### src/rx_qual_cfg.svh
// Register offsets, field positions and reset values for the frame qualifier
`ifndef RX_QUAL_CFG_SVH
`define RX_QUAL_CFG_SVH
`define PORT_SELECT_ADDR 8'h4C
`define PORT_FRAME_CONFIG_ADDR 8'h7C
`define PORT_QUALIFY_CONTROL_ADDR 8'h7D
`define PORT_FRAME_CONFIG_RESET 8'h20
`define PORT_QUALIFY_CONTROL_RESET 8'h00
`define PORT_SELECT_RESET 8'h01
`define FC_REDUCE_HI 7
`define FC_REDUCE_LO 6
`define FC_TRUNC_PARITY 5
`define FC_TRUNC_ROW_SIZE 4
`define FC_TRUNC_PIC_SIZE 3
`define FC_ROW_POLARITY 1
`define FC_PIC_POLARITY 0
`define QC_DISCARD_EN 7
`define QC_CHECK_ROW_COUNT 5
`define QC_CHECK_ROW_SIZE 4
`define QC_PARITY_STICKY 3
`define QC_WATCHDOG_DISABLE 2
`define QC_THRESH_HI 1
`define QC_THRESH_LO 0
`define COUNT_WIDTH 16
`endif

### src/rx_qual_pkg.sv
// Types shared by the frame qualifier files
package rx_qual_pkg;
    typedef enum logic [1:0] {
        reduce_normal = 2'b00,
        reduce_reserved = 2'b01,
        reduce_upper = 2'b10,
        reduce_lower = 2'b11
    } reduce_mode_e;
endpackage

### src/rx_qual_port.sv
// One receive port: marker polarity, size checks, truncation and qualification
`timescale 1ns/1ps
`include "rx_qual_cfg.svh"
module rx_qual_port
    import rx_qual_pkg::*;
#(
    parameter int CW = `COUNT_WIDTH
)
(
    input wire logic ref_clk,
    input wire logic rst,
    input wire logic [7:0] frame_config,
    input wire logic [7:0] qualify_control,
    input wire logic lock,
    input wire logic row_active_flag,
    input wire logic picture_active_flag,
    input wire logic in_valid,
    input wire logic [9:0] in_data,
    input wire logic parity_err,
    output logic out_valid,
    output logic [9:0] out_data,
    output logic out_eof,
    output logic qualified
);
    // Normalise markers to active high
    wire logic row_on = row_active_flag ^ frame_config[`FC_ROW_POLARITY];
    wire logic pic_on = picture_active_flag ^ frame_config[`FC_PIC_POLARITY];
    logic row_d;
    logic pic_d;
    logic [CW-1:0] row_len;
    logic [CW-1:0] row_ref;
    logic [CW-1:0] row_cnt;
    logic [CW-1:0] rows_ref;
    logic row_ref_ok;
    logic rows_ref_ok;
    logic [1:0] good_cnt;
    logic [CW:0] frame_len;
    logic [CW:0] period;
    logic [CW+1:0] wd_cnt;
    logic dropping;
    logic viol;
    wire logic row_end = row_d && !row_on;
    wire logic pic_start = pic_on && !pic_d;
    wire logic pic_end = pic_d && !pic_on;
    wire logic size_chg = row_end && row_ref_ok && (row_len != row_ref);
    wire logic count_chg = pic_end && rows_ref_ok && (row_cnt + CW'(row_end) != rows_ref);
    wire logic [1:0] thresh = qualify_control[`QC_THRESH_HI:`QC_THRESH_LO];
    wire logic trunc_par = frame_config[`FC_TRUNC_PARITY] && parity_err;
    wire logic trunc_size = frame_config[`FC_TRUNC_ROW_SIZE] && size_chg;
    wire logic trunc_cnt = frame_config[`FC_TRUNC_PIC_SIZE] && count_chg;
    wire logic q_par = qualify_control[`QC_PARITY_STICKY] ? 1'b0 : parity_err;
    wire logic q_hard = (qualify_control[`QC_CHECK_ROW_COUNT] && count_chg)
        || (qualify_control[`QC_CHECK_ROW_SIZE] && size_chg)
        || (qualify_control[`QC_PARITY_STICKY] && parity_err);
    // A frame counts as good only if no enabled check fired during it
    wire logic frame_bad = viol || q_hard || trunc_par || trunc_size || trunc_cnt;
    wire logic frame_good = pic_end && !frame_bad;
    wire logic wd_fire = !qualify_control[`QC_WATCHDOG_DISABLE] && thresh != 2'b00
        && period != '0 && wd_cnt > {period, 1'b0};
    wire logic next_qual_base = thresh == 2'b00 ? lock
        : (good_cnt >= thresh && lock);
    wire logic pass_now = qualified && !q_par;
    wire logic gate_ok = !qualify_control[`QC_DISCARD_EN] || pass_now;
    wire logic trunc_now = trunc_par || trunc_size || trunc_cnt;
    wire logic [9:0] reduced =
        frame_config[`FC_REDUCE_HI:`FC_REDUCE_LO] == reduce_upper ? {2'b00, in_data[9:2]}
        : frame_config[`FC_REDUCE_HI:`FC_REDUCE_LO] == reduce_lower ? {2'b00, in_data[7:0]}
        : in_data;
    always_ff @(posedge ref_clk or posedge rst)
    begin
        if (rst)
        begin
            row_d <= 1'b0;
            pic_d <= 1'b0;
            row_len <= '0;
            row_ref <= '0;
            row_cnt <= '0;
            rows_ref <= '0;
            row_ref_ok <= 1'b0;
            rows_ref_ok <= 1'b0;
        end
        else
        begin
            row_d <= row_on;
            pic_d <= pic_on;
            row_len <= row_on ? (in_valid ? row_len + 1'b1 : row_len) : '0;
            if (row_end)
            begin
                row_ref <= row_len;
                row_ref_ok <= 1'b1;
            end
            if (pic_start)
                row_cnt <= '0;
            else if (row_end)
                row_cnt <= row_cnt + 1'b1;
            if (pic_end)
            begin
                rows_ref <= row_cnt + CW'(row_end);
                rows_ref_ok <= 1'b1;
            end
        end
    end
    always_ff @(posedge ref_clk or posedge rst)
    begin
        if (rst)
        begin
            good_cnt <= 2'b00;
            viol <= 1'b0;
            qualified <= 1'b0;
            frame_len <= '0;
            period <= '0;
            wd_cnt <= '0;
        end
        else
        begin
            // A violation in the start cycle still marks the new frame
            viol <= (viol && !pic_start) || trunc_now || q_hard;
            frame_len <= pic_start ? '0 : frame_len + 1'b1;
            if (pic_start && frame_len != '0)
                period <= frame_len;
            wd_cnt <= frame_good ? '0 : (wd_fire ? wd_cnt : wd_cnt + 1'b1);
            if (!lock || q_hard || wd_fire)
                good_cnt <= 2'b00;
            else if (frame_good && good_cnt != 2'b11)
                good_cnt <= good_cnt + 1'b1;
            qualified <= next_qual_base && !q_hard && !wd_fire && !q_par;
        end
    end
    always_ff @(posedge ref_clk or posedge rst)
    begin
        if (rst)
        begin
            dropping <= 1'b0;
            out_valid <= 1'b0;
            out_data <= 10'h000;
            out_eof <= 1'b0;
        end
        else
        begin
            // Drop the rest of a truncated frame; reopen at the next frame start
            if (trunc_now)
                dropping <= 1'b1;
            else if (pic_start && gate_ok)
                dropping <= 1'b0;
            out_valid <= in_valid && pic_on && !dropping && !trunc_now && gate_ok;
            out_data <= reduced;
            out_eof <= (trunc_now && !dropping) || (pic_end && !dropping);
        end
    end
    a_trunc_drops: assert property (@(posedge ref_clk) disable iff (rst)
        trunc_now |=> !out_valid)
        else $error("data forwarded in truncating cycle");
    a_qual_needs_lock: assert property (@(posedge ref_clk) disable iff (rst)
        !lock |=> !qualified)
        else $error("qualified without lock");
    a_discard_gate: assert property (@(posedge ref_clk) disable iff (rst)
        qualify_control[`QC_DISCARD_EN] && !qualified |=> !out_valid)
        else $error("data forwarded while not qualified");
    a_parity_clears: assert property (@(posedge ref_clk) disable iff (rst)
        parity_err |=> !qualified)
        else $error("qualified after parity error");
    a_size_clears: assert property (@(posedge ref_clk) disable iff (rst)
        qualify_control[`QC_CHECK_ROW_SIZE] && size_chg |=> !qualified)
        else $error("qualified after row size change");
    a_count_clears: assert property (@(posedge ref_clk) disable iff (rst)
        qualify_control[`QC_CHECK_ROW_COUNT] && count_chg && thresh != 2'b00
        |=> !qualified ##1 !qualified)
        else $error("qualified after row count change");
    a_zero_thresh: assert property (@(posedge ref_clk) disable iff (rst)
        thresh == 2'b00 && lock && !parity_err && !q_hard |=> qualified)
        else $error("zero threshold did not qualify on lock");
    a_truncated_holds: assert property (@(posedge ref_clk) disable iff (rst)
        trunc_par && !pic_start |=> dropping)
        else $error("parity truncation not held");
    c_qualify: cover property (@(posedge ref_clk) disable iff (rst) $rose(qualified));
    c_truncate: cover property (@(posedge ref_clk) disable iff (rst) trunc_now);
    c_watchdog: cover property (@(posedge ref_clk) disable iff (rst) wd_fire);
    c_good_frame: cover property (@(posedge ref_clk) disable iff (rst) frame_good);
endmodule

### src/rx_frame_qualifier.sv
// Two-port frame qualifier with port-selected register page
`timescale 1ns/1ps
`include "rx_qual_cfg.svh"
// How it works
// - Bits 7:6 choose Raw10 handling: normal, reserved, upper eight, lower eight.
// - Parity-truncate bit set cuts the frame on parity error, else forwards.
// - Row-size-truncate bit set cuts the frame when row length changes.
// - Frame-size-truncate bit cuts on row-count change; resume at the next frame start.
// - Bit 1 inverts the expected row marker polarity in raw mode.
// - Bit 0 inverts the expected picture marker polarity in raw mode.
// - Discard enable drops data while not qualified; otherwise qualification ignored.
// - Row-count checking drops qualification on count change until threshold met.
// - Row-size checking drops qualification on size change until threshold met.
// - Parity mode 0 drops qualification per error; mode 1 holds until threshold.
// - Unless disabled, no good frame end within two periods drops qualification.
// - Watchdog has no effect while the threshold is zero.
// - Threshold zero qualifies on lock; else after that many good frames.
// - Each port has its own registers, reached through the port select register.
module rx_frame_qualifier
    import rx_qual_pkg::*;
#(
    parameter int PORTS = 2
)
(
    input wire logic ref_clk,
    input wire logic rst,
    input wire logic reg_wr,
    input wire logic reg_rd,
    input wire logic [7:0] reg_addr,
    input wire logic [7:0] reg_wdata,
    output logic [7:0] reg_rdata,
    input wire logic [PORTS-1:0] lock_pin,
    input wire logic [PORTS-1:0] row_active_flag,
    input wire logic [PORTS-1:0] picture_active_flag,
    input wire logic [PORTS-1:0] in_valid,
    input wire logic [PORTS*10-1:0] in_data,
    input wire logic [PORTS-1:0] parity_err,
    output logic [PORTS-1:0] out_valid,
    output logic [PORTS*10-1:0] out_data,
    output logic [PORTS-1:0] out_eof,
    output logic [PORTS-1:0] qualified
);
    logic [7:0] port_select;
    logic [7:0] frame_config [PORTS];
    logic [7:0] qualify_control [PORTS];
    // Lock comes from the link side, so it is synchronised first
    logic [PORTS-1:0] lock_s1;
    logic [PORTS-1:0] lock_s2;
    wire logic hit_sel = reg_addr == `PORT_SELECT_ADDR;
    wire logic hit_fc = reg_addr == `PORT_FRAME_CONFIG_ADDR;
    wire logic hit_qc = reg_addr == `PORT_QUALIFY_CONTROL_ADDR;
    // Reads come from the lowest selected port when several are selected
    logic [7:0] next_rdata;
    always_comb
    begin
        next_rdata = 8'h00;
        if (hit_sel)
            next_rdata = port_select;
        for (int p = PORTS - 1; p >= 0; p--)
        begin
            if (port_select[p] && hit_fc)
                next_rdata = frame_config[p];
            if (port_select[p] && hit_qc)
                next_rdata = qualify_control[p];
        end
    end
    always_ff @(posedge ref_clk or posedge rst)
    begin
        if (rst)
        begin
            lock_s1 <= '0;
            lock_s2 <= '0;
            reg_rdata <= 8'h00;
            port_select <= `PORT_SELECT_RESET;
        end
        else
        begin
            lock_s1 <= lock_pin;
            lock_s2 <= lock_s1;
            if (reg_rd)
                reg_rdata <= next_rdata;
            if (reg_wr && hit_sel)
                port_select <= reg_wdata;
        end
    end
    for (genvar p = 0; p < PORTS; p++)
    begin : g_port
        always_ff @(posedge ref_clk or posedge rst)
        begin
            if (rst)
            begin
                frame_config[p] <= `PORT_FRAME_CONFIG_RESET;
                qualify_control[p] <= `PORT_QUALIFY_CONTROL_RESET;
            end
            else if (reg_wr && port_select[p])
            begin
                // Writes with several ports selected reach every selected copy
                if (hit_fc)
                    frame_config[p] <= reg_wdata;
                if (hit_qc)
                    qualify_control[p] <= reg_wdata;
            end
        end
        rx_qual_port u_port (
            .ref_clk(ref_clk),
            .rst(rst),
            .frame_config(frame_config[p]),
            .qualify_control(qualify_control[p]),
            .lock(lock_s2[p]),
            .row_active_flag(row_active_flag[p]),
            .picture_active_flag(picture_active_flag[p]),
            .in_valid(in_valid[p]),
            .in_data(in_data[p*10 +: 10]),
            .parity_err(parity_err[p]),
            .out_valid(out_valid[p]),
            .out_data(out_data[p*10 +: 10]),
            .out_eof(out_eof[p]),
            .qualified(qualified[p])
        );
        a_write_reaches: assert property (@(posedge ref_clk) disable iff (rst)
            reg_wr && hit_fc && port_select[p] |=> frame_config[p] == $past(reg_wdata))
            else $error("frame config write lost");
        a_write_isolated: assert property (@(posedge ref_clk) disable iff (rst)
            reg_wr && hit_qc && !port_select[p] |=> $stable(qualify_control[p]))
            else $error("unselected port written");
    end
    c_read_page: cover property (@(posedge ref_clk) disable iff (rst)
        reg_rd && hit_fc && port_select == 8'h02);
endmodule

### config.mk
export PLATFORM = sky130hd
export DESIGN_NAME = rx_frame_qualifier
export DESIGN_NICKNAME = d
export VERILOG_FILES = /design/src/rx_qual_pkg.sv /design/src/rx_qual_port.sv /design/src/rx_frame_qualifier.sv
export VERILOG_INCLUDE_DIRS = /design/src
export SDC_FILE = /design/constraint.sdc
export NUM_CORES = 1
export LEC_CHECK = 0
export BUFFER_PORTS_ARGS = -buffer_cell sky130_fd_sc_hd__buf_4
export CAP_MARGIN = 20
export CORE_MARGIN = 10
export CORE_UTILIZATION = 60
export DETAILED_ROUTE_END_ITERATION = 8
export MAX_ROUTING_LAYER = met4
export PLACE_DENSITY = 0.78
export SLEW_MARGIN = 20
export SYNTH_ARGS = -nofsm -noshare
export SYNTH_HDL_FRONTEND = slang
export SYNTH_SLANG_ARGS = --single-unit
export TNS_END_PERCENT = 10
### constraint.sdc
create_clock -name ref_clk -period 11.96 [get_ports ref_clk]
set_input_delay 0.598 -clock ref_clk [delete_from_list [all_inputs] [get_ports ref_clk]]
set_output_delay 0.598 -clock ref_clk [all_outputs]
set_load 0.1 [all_outputs]
* Yosys cells after proc, flatten, opt, wreduce, memory -nomap -nowiden
Cells that the tools add are included.
** Storage, ports and cells
- Flip-flop bits (word level) :: 326
- Input bits :: 50
- Output and inout port bits :: 34
- Logic and storage cells :: 259
** Cells by class
- Add/sub/neg operators :: 12
- Order comparisons :: 4
- Equal/unequal tests :: 17
- Muxes and demuxes :: 35
- Bitwise gates (word level) :: 4
- Reductions and logical operators :: 143
** Operators by type and width (count)
- 16-bit two-way mux :: 8
- 18-bit two-way mux :: 4
- 1-bit logical AND :: 71
- 17-bit nonzero test :: 4
- 16-bit by 1-bit adder with 16-bit output (second input constant) :: 4
- 16-bit inequality test :: 4
- 10-bit two-way mux :: 4
- 8-bit two-way mux :: 5
- 18-bit by 1-bit adder with 18-bit output (second input constant) :: 2
- 18-bit greater-than comparator :: 2
- 17-bit by 1-bit adder with 17-bit output (second input constant) :: 2
- 17-bit two-way mux :: 2
- 16-bit by 1-bit adder with 16-bit output :: 2
- 1-bit logical OR :: 28
- 1-bit zero test :: 26
- 8-bit by 7-bit equality test with 1-bit output (second input constant) :: 3
- 2-bit nonzero test :: 8
- 2-bit equality test (second input constant) :: 4
- 1-bit two-way mux :: 8
- 2-bit two-way mux :: 4
- 2-bit inequality test (second input constant) :: 4
- 2-bit AND reduction :: 4
- 2-bit by 1-bit adder with 2-bit output (second input constant) :: 2
- 2-bit greater-or-equal comparator :: 2
- 3 further kinds :: 8

* Logic depth before layout (Yosys ltp)
- Depth in word-level cells :: 18
- Depth in mapped cells :: 16
- Gate-level depth less buffers :: 13

* Cells and area by module
A second synthesis with hierarchy kept.
** Unflattened totals
- Cell total of the unflattened synthesis :: 1665
- Area total of the unflattened synthesis :: 17249.0 um2
** Modules (own cells, without submodules)
- rx_qual_port :: times used 2, cells an instance 732, area an instance 7414.6 um2, sequential area each 3428.3 um2
- rx_frame_qualifier :: times used 1, cells an instance 201, area an instance 2419.8 um2, sequential area each 1305.0 um2

* Worst setup path before layout
Ideal clock, no wire load.
- Kind :: input port to flip-flop
- Start :: input port row_active_flag[1]
- End :: register g_port[1].u_port.wd_cnt[2]
- Library setup time :: 0.126 ns
- Data arrival time :: 4.154 ns
- Required time :: 11.834 ns
- Setup slack :: 7.680 ns
- Cell stages on the path :: 16
- Path buffers :: 3
- Path through :: xnor2_1 nand2_1 inv_1 buf_1 buf_1 ha_1 ha_1 inv_1 nor4_2 xnor2_1 a221o_1 nor4_4 a21oi_1 nor2_2 buf_6 a21oi_1
** Between the ends
- Word-level cells in the longest chain between the ends :: 16
- Elaborated cells on any way between the ends :: 22
- Classes of those cells :: add/sub (1); eq/ne (2); mux (1); bitwise (1); reduce/logical (17)
** Ends and longest elaborated chain
- start, declared :: line rx_frame_qualifier.sv:33 : input wire logic [PORTS-1:0] row_active_flag,
- 1-bit bitwise XOR (*) :: line rx_qual_port.sv:26 : wire logic row_on = row_active_flag ^ frame_config[`FC_ROW_POLARITY];
- 1-bit zero test (*) :: line rx_qual_port.sv:42 : wire logic row_end = row_d && !row_on;
- 1-bit logical AND (*) :: line rx_qual_port.sv:42
- 16-bit by 1-bit adder with 16-bit output :: line rx_qual_port.sv:46 : wire logic count_chg = pic_end && rows_ref_ok && (row_cnt + CW'(row_end) != rows_ref);
- 16-bit inequality test :: line rx_qual_port.sv:46
- 1-bit logical AND :: line rx_qual_port.sv:46
- 1-bit logical AND :: line rx_qual_port.sv:52 : wire logic q_hard = (qualify_control[`QC_CHECK_ROW_COUNT] && count_chg)
- 1-bit logical OR (2 in series) :: line rx_qual_port.sv:52
- 1-bit logical OR (3 in series) :: line rx_qual_port.sv:56 : wire logic frame_bad = viol || q_hard || trunc_par || trunc_size || trunc_cnt;
- 1-bit logical OR (*) :: line rx_qual_port.sv:56
- 1-bit zero test (*) :: line rx_qual_port.sv:57 : wire logic frame_good = pic_end && !frame_bad;
- 1-bit logical AND (*) :: line rx_qual_port.sv:57
- 2-bit by 1-bit inequality test with 1-bit output (no source line) / 18-bit two-way mux (equally long branches)
- end signal, assigned :: line rx_qual_port.sv:121 : wd_cnt <= frame_good ? '0 : (wd_fire ? wd_cnt : wd_cnt + 1'b1);
- end, declared :: line rx_qual_port.sv:39 : logic [CW+1:0] wd_cnt;
Every way passes the cells marked *; elsewhere a longest branch is shown, timed or not.
A chain may end at the register's enable or synchronous reset.

* Worst setup path after layout
- Start :: register frame_config[9] (netlist name)
- End :: register g_port[0].u_port.wd_cnt[3]
** Between the ends
- Word-level cells in the longest chain between the ends :: 16
- Elaborated cells on any way between the ends :: 22
- Classes of those cells :: add/sub (1); eq/ne (2); mux (1); bitwise (1); reduce/logical (17)
** Ends and longest elaborated chain
- start, declared :: line rx_frame_qualifier.sv:44 : logic [7:0] frame_config [PORTS];
- start signal, assigned by index :: line rx_frame_qualifier.sv:92 : frame_config[p] <= `PORT_FRAME_CONFIG_RESET;
- start signal, assigned by index :: line rx_frame_qualifier.sv:99 : frame_config[p] <= reg_wdata;
- 1-bit bitwise XOR (*) :: line rx_qual_port.sv:26
- 1-bit zero test (*) :: line rx_qual_port.sv:42
- 1-bit logical AND (*) :: line rx_qual_port.sv:42
- 16-bit by 1-bit adder with 16-bit output :: line rx_qual_port.sv:46
- 16-bit inequality test :: line rx_qual_port.sv:46
- 1-bit logical AND :: line rx_qual_port.sv:46
- 1-bit logical AND :: line rx_qual_port.sv:52
- 1-bit logical OR (2 in series) :: line rx_qual_port.sv:52
- 1-bit logical OR (3 in series) :: line rx_qual_port.sv:56
- 1-bit logical OR (*) :: line rx_qual_port.sv:56
- 1-bit zero test (*) :: line rx_qual_port.sv:57
- 1-bit logical AND (*) :: line rx_qual_port.sv:57
- 2-bit by 1-bit inequality test with 1-bit output (no source line) / 18-bit two-way mux (equally long branches)
- end signal, assigned :: line rx_qual_port.sv:121
- end, declared :: line rx_qual_port.sv:39
Marks and branches as above.

==> reports/results.md <==
| Stage | Item | Reported |
| --- | --- | --- |
| min path | Class of the worst hold path | primary input to register |
| finish | Fin nets | 1,809 |
| sta | Transition time of the tightest slew-check pin | 1120 ps |
| routing | Average wire length per cell after detail routing | 17.5 um |
| clock tree | Clock input transition at the sequential cells of the worst setup and hold paths | 60 ps |
| clock tree | Clock tree from TritonCTS | yes |
| logic synthesis | Syn_nets | 1,756 |
| logic synthesis | Number of flip-flops and latches in the synthesized netlist | 326 |
| finish | Leading cell type in the layout, fill and taps excluded | sky130_fd_sc_hd__dfrtp_1 |
| routing | Detailed Route WL | 36,900 um |
| grt | Remaining global-route overflow | 0 |
| worst setup path | Crit path max-delay cell type | sky130_fd_sc_hd__nand2_1 |
| grt | Initial antenna violation count | 2 |
| sta | Remaining max-slew budget at the tightest pin | 25.4% |
| worst setup path | Buffer and inverter count on the worst path | 2 |
| routing | Detailed-router iteration count before antenna repair | 5 |
| logic synthesis | Area fraction of the dominant cell type after synthesis | 48.3% |
| floorplan | Top-level port count | 84 |
| routing | Via total after detailed routing | 12,400 |
| grt | Global-route usage over all layers | 21.6% |
| sta | Finish-stage setup viols | 0 |
| finish | Design area | 0.0188 mm2 |
| worst setup path | Kind of cell adding the most delay to the critical path | simple AND/OR/NAND/NOR gates |
| sta | Setup TNS | 0 ps |
| power | Worst voltage drop across the vdd grid | 0.000106 V |
| clock tree | Clock Latency Late Sink | 510 ps |
| placed design | Post-DP HPWL | 25,600 um |
| power | Areal power density over the cells | 146 mW/mm2 |
| sta | Number of max-slew violations in the final report | 0 |
| floorplan | Height of the die | 187 um |
| worst setup path | Startpoint type of the worst setup path | register |
| worst setup path | Arr. time, crit path | 5460 ps |
| power | Static leakage | 0.00885 uW |
| routing | Number of design rule violations left after detail routing | 0 |
| finish | Fraction of final layout cells with drive strength greater than 1 | 16.7% |
| clock tree | Number of instances resized during post-cts repair | 0 |
| floorplan | Num rows | 61 |
| finish | Area Overhead vs Synth | 12.5% |
| floorplan | Width of the die | 187 um |
| worst setup path | Chain of cells forming the critical path | xnor2_2, nand2_1, inv_2, ha_1, ha_1, nand3_1, nor3_1, o21ai_0, a2111oi_0, and4_1, a21oi_1, nor2_1, buf_4, a21oi_1 |
| run status | Result of the run | complete, no violations |
| clock tree | CTS H-tree depth | 2 |
| grt | Maximum number of pins on one net before global-route repair | 192 |
| logic synthesis | Cell types occupying the most area after synthesis | sky130_fd_sc_hd__dfrtp_1, sky130_fd_sc_hd__mux2_2, sky130_fd_sc_hd__xor2_1, sky130_fd_sc_hd__nand2_1, sky130_fd_sc_hd__ha_1 |
| sta | Post-route clock skew | 10.8 ps |
| sta | Max frequency | 0.197 GHz |
| clock tree | Clock tree root driver cell | sky130_fd_sc_hd__clkbuf_16 |
| logic synthesis | Cell type with the largest total area after synthesis | sky130_fd_sc_hd__dfrtp_1 |
| logic synthesis | Mapped cell area | 0.0167 mm2 |
| logic synthesis | Async set-or-reset flop fraction in the synthesized netlist | 100% |
| clock tree | Number of setup buffers added after CTS | 0 |
| worst setup path | Classification of the worst setup path | register to register |
| routing | Number of violations reported at the end of detailed-routing iteration 0 | 919 |
| placed design | Routability congestion estimate | 0.873 |
| logic synthesis | Sequential share of the synthesized area | 48.7% |
| placed design | Count of port buffers added during placement | 83 |
| logic synthesis | Mean area per synthesized cell | 10.1 um2 |
| clock tree | Buffer depth of the longest clock path | 3 |
| worst setup path | Endpoint kind of the worst setup timing path | register |
| placed design | Post-placement cell area | 0.0175 mm2 |
| job | Number of max-cap violations | 0 |
| sta | Setup repair after global routing missed its margin | no |
| sta | Min cycle time layout | 5070 ps |
| logic synthesis | Warnings, synthesis | 0 |
| grt | Global-route wire length before repair | 62,500 um |
| clock tree | Post-CTS Hold Fix Bufs | 0 |
| sta | Final Hold Viols | 0 |
| logic synthesis | Number of library cell types mapped by synthesis | 72 |
| floorplan | Die area | 0.0350 mm2 |
| logic synthesis | Number of flops mapped to enable cells by yosys | 0 |
| clock tree | Total CTS buffers | 36 |
| worst setup path | Largest driver fanout on the critical path | 19 |
| routing | Routed vias/inst | 5.88 |
| floorplan | Area of the core | 0.0276 mm2 |
| logic synthesis | Gate count after technology mapping | 1,652 |
| routing | Antenna Nets Post-Route | 0 |
| sta | Final clock period utilization by the worst path | 42.4% |
| logic synthesis | Most used DFF post-synth | sky130_fd_sc_hd__dfrtp_1 |
| finish | Commonest non-fill, non-tap cells in the layout | sky130_fd_sc_hd__dfrtp_1, sky130_fd_sc_hd__nand2_1, sky130_fd_sc_hd__nor2_1, sky130_fd_sc_hd__mux2_2, sky130_fd_sc_hd__xor2_1 |
| grt | Number of global-route vias before repair | 12,600 |
| worst setup path | Required time at the endpoint of the critical path | 12,350 ps |
| finish | Count of fill cells added during filler insertion | 2,126 |
| floorplan | Starting utilization of the core area | 60.6% |
| worst setup path | Register-to-Register Setup Slack | 6890 ps |
| clock tree | TritonCTS sink count | 326 |
| worst setup path | Critical path's largest stage delay | 680 ps |
[stage by stage]
step                      total power (uW)  worst slack (ps)  instances  hold slack [ps]  utilization (%)
after detailed placement              1590              6600       2045              335             63.5
after global routing                  2870              6290       2112              175             68.2
after global placement                1580              6630       2044              335             63.5
final                                 2750              6890       2112              190             68.2
after CTS                             2770              6900       2110              175             68.2
after floorplan                       1490              2340       1652              331                -
[cell usage after synthesis (3+ instances only)]
| cell type | count |
|---|---|
| sky130_fd_sc_hd__a2111oi_0 | 3 |
| sky130_fd_sc_hd__a211o_1 | 5 |
| sky130_fd_sc_hd__a211oi_1 | 13 |
| sky130_fd_sc_hd__a21o_1 | 12 |
| sky130_fd_sc_hd__a21oi_1 | 82 |
| sky130_fd_sc_hd__a222oi_1 | 7 |
| sky130_fd_sc_hd__a22o_1 | 3 |
| sky130_fd_sc_hd__and2_1 | 4 |
| sky130_fd_sc_hd__and3_1 | 25 |
| sky130_fd_sc_hd__and4_1 | 8 |
| sky130_fd_sc_hd__buf_1 | 5 |
| sky130_fd_sc_hd__buf_2 | 6 |
| sky130_fd_sc_hd__buf_4 | 9 |
| sky130_fd_sc_hd__buf_6 | 3 |
| sky130_fd_sc_hd__clkbuf_1 | 49 |
| sky130_fd_sc_hd__clkbuf_8 | 4 |
| sky130_fd_sc_hd__dfrtp_1 | 323 |
| sky130_fd_sc_hd__dfstp_2 | 3 |
| sky130_fd_sc_hd__ha_1 | 54 |
| sky130_fd_sc_hd__inv_1 | 62 |
| sky130_fd_sc_hd__mux2_2 | 103 |
| sky130_fd_sc_hd__mux2i_1 | 6 |
| sky130_fd_sc_hd__nand2_1 | 184 |
| sky130_fd_sc_hd__nand2b_1 | 13 |
| sky130_fd_sc_hd__nand3_1 | 48 |
| sky130_fd_sc_hd__nand4_1 | 48 |
| sky130_fd_sc_hd__nor2_1 | 128 |
| sky130_fd_sc_hd__nor2b_1 | 11 |
| sky130_fd_sc_hd__nor3_1 | 21 |
| sky130_fd_sc_hd__nor4_1 | 29 |
| sky130_fd_sc_hd__o211ai_1 | 4 |
| sky130_fd_sc_hd__o21ai_0 | 93 |
| sky130_fd_sc_hd__o31ai_1 | 5 |
| sky130_fd_sc_hd__or2_2 | 12 |
| sky130_fd_sc_hd__or3_1 | 48 |
| sky130_fd_sc_hd__or3b_1 | 3 |
| sky130_fd_sc_hd__or4_1 | 6 |
| sky130_fd_sc_hd__xnor2_1 | 64 |
| sky130_fd_sc_hd__xor2_1 | 101 |
[path summary, 6_finish.rpt]
path,start,to,cells after the start
max,frame_config[9]$_DFFE_PP0P_,g_port[0].u_port.wd_cnt[3]$_DFFE_PP0P_,14
min,lock_pin[0],lock_s1[0]$_DFF_PP0_,1
max reg2reg,frame_config[9]$_DFFE_PP0P_,g_port[0].u_port.wd_cnt[3]$_DFFE_PP0P_,14
min reg2reg,lock_s1[1]$_DFF_PP0_,lock_s2[1]$_DFF_PP0_,0
max in group asynchronous,rst,g_port[1].u_port.wd_cnt[13]$_DFFE_PP0P_,3
min in group asynchronous,rst,g_port[1].u_port.out_data[8]$_DFF_PP0_,2
[where the power goes]
group          total, uW  switching, uW  internal (uW)  leakage, uW
Combinational        355            215            140      0.00382
Sequential          1220           62.9           1160      0.00439
Clock               1180            442            734     0.000639
[routing by layer]
layer  vias to the layer above  global-route usage [%]  share of wire, %
met5                         -                       -                 0
met4                         0                    5.55               1.8
met3                        49                    4.68               6.0
met2                       309                    34.1                49
met1                      6157                    27.7                44
li1                       5901                       -                 -
[final cells by class]
cell class / count / area [um2] / share of cell area [%]
diodes: 2 / 5.00 / 0.0266
clock buffers: 54 / 1120 / 5.95
clock inverters: 11 / 163 / 0.864
inverters: 63 / 244 / 1.30
multi-input cells: 1187 / 7970 / 42.3
flip-flops and latches: 326 / 8160 / 43.3
well taps: 378 / 473 / 2.51
repair buffers: 91 / 696 / 3.69
[flip-flops by register name, summed over array words and instances, names as in the netlist, 16 cells and up]
signal and cells:
g_port.u_port.period 34, g_port.u_port.out_data 20, g_port.u_port.row_len 32, g_port.u_port.row_ref 32
qualify_control 16, g_port.u_port.rows_ref 32, g_port.u_port.wd_cnt 36, g_port.u_port.frame_len 34
frame_config 16, g_port.u_port.row_cnt 32
[cell families after synthesis]
family / after synthesis / synth area share, %
adder cells (fa/ha/maj): 54 / 4.03
buffers and inverters: 139 / 3.73
AND/OR/NAND/NOR: 606 / 18.1
XOR/XNOR: 169 / 9.14
AO/OA/AOI/OAI: 249 / 8.96
multiplexers: 109 / 7.28
flip-flops: 326 / 48.7
(Power assumes the default switching activity.)
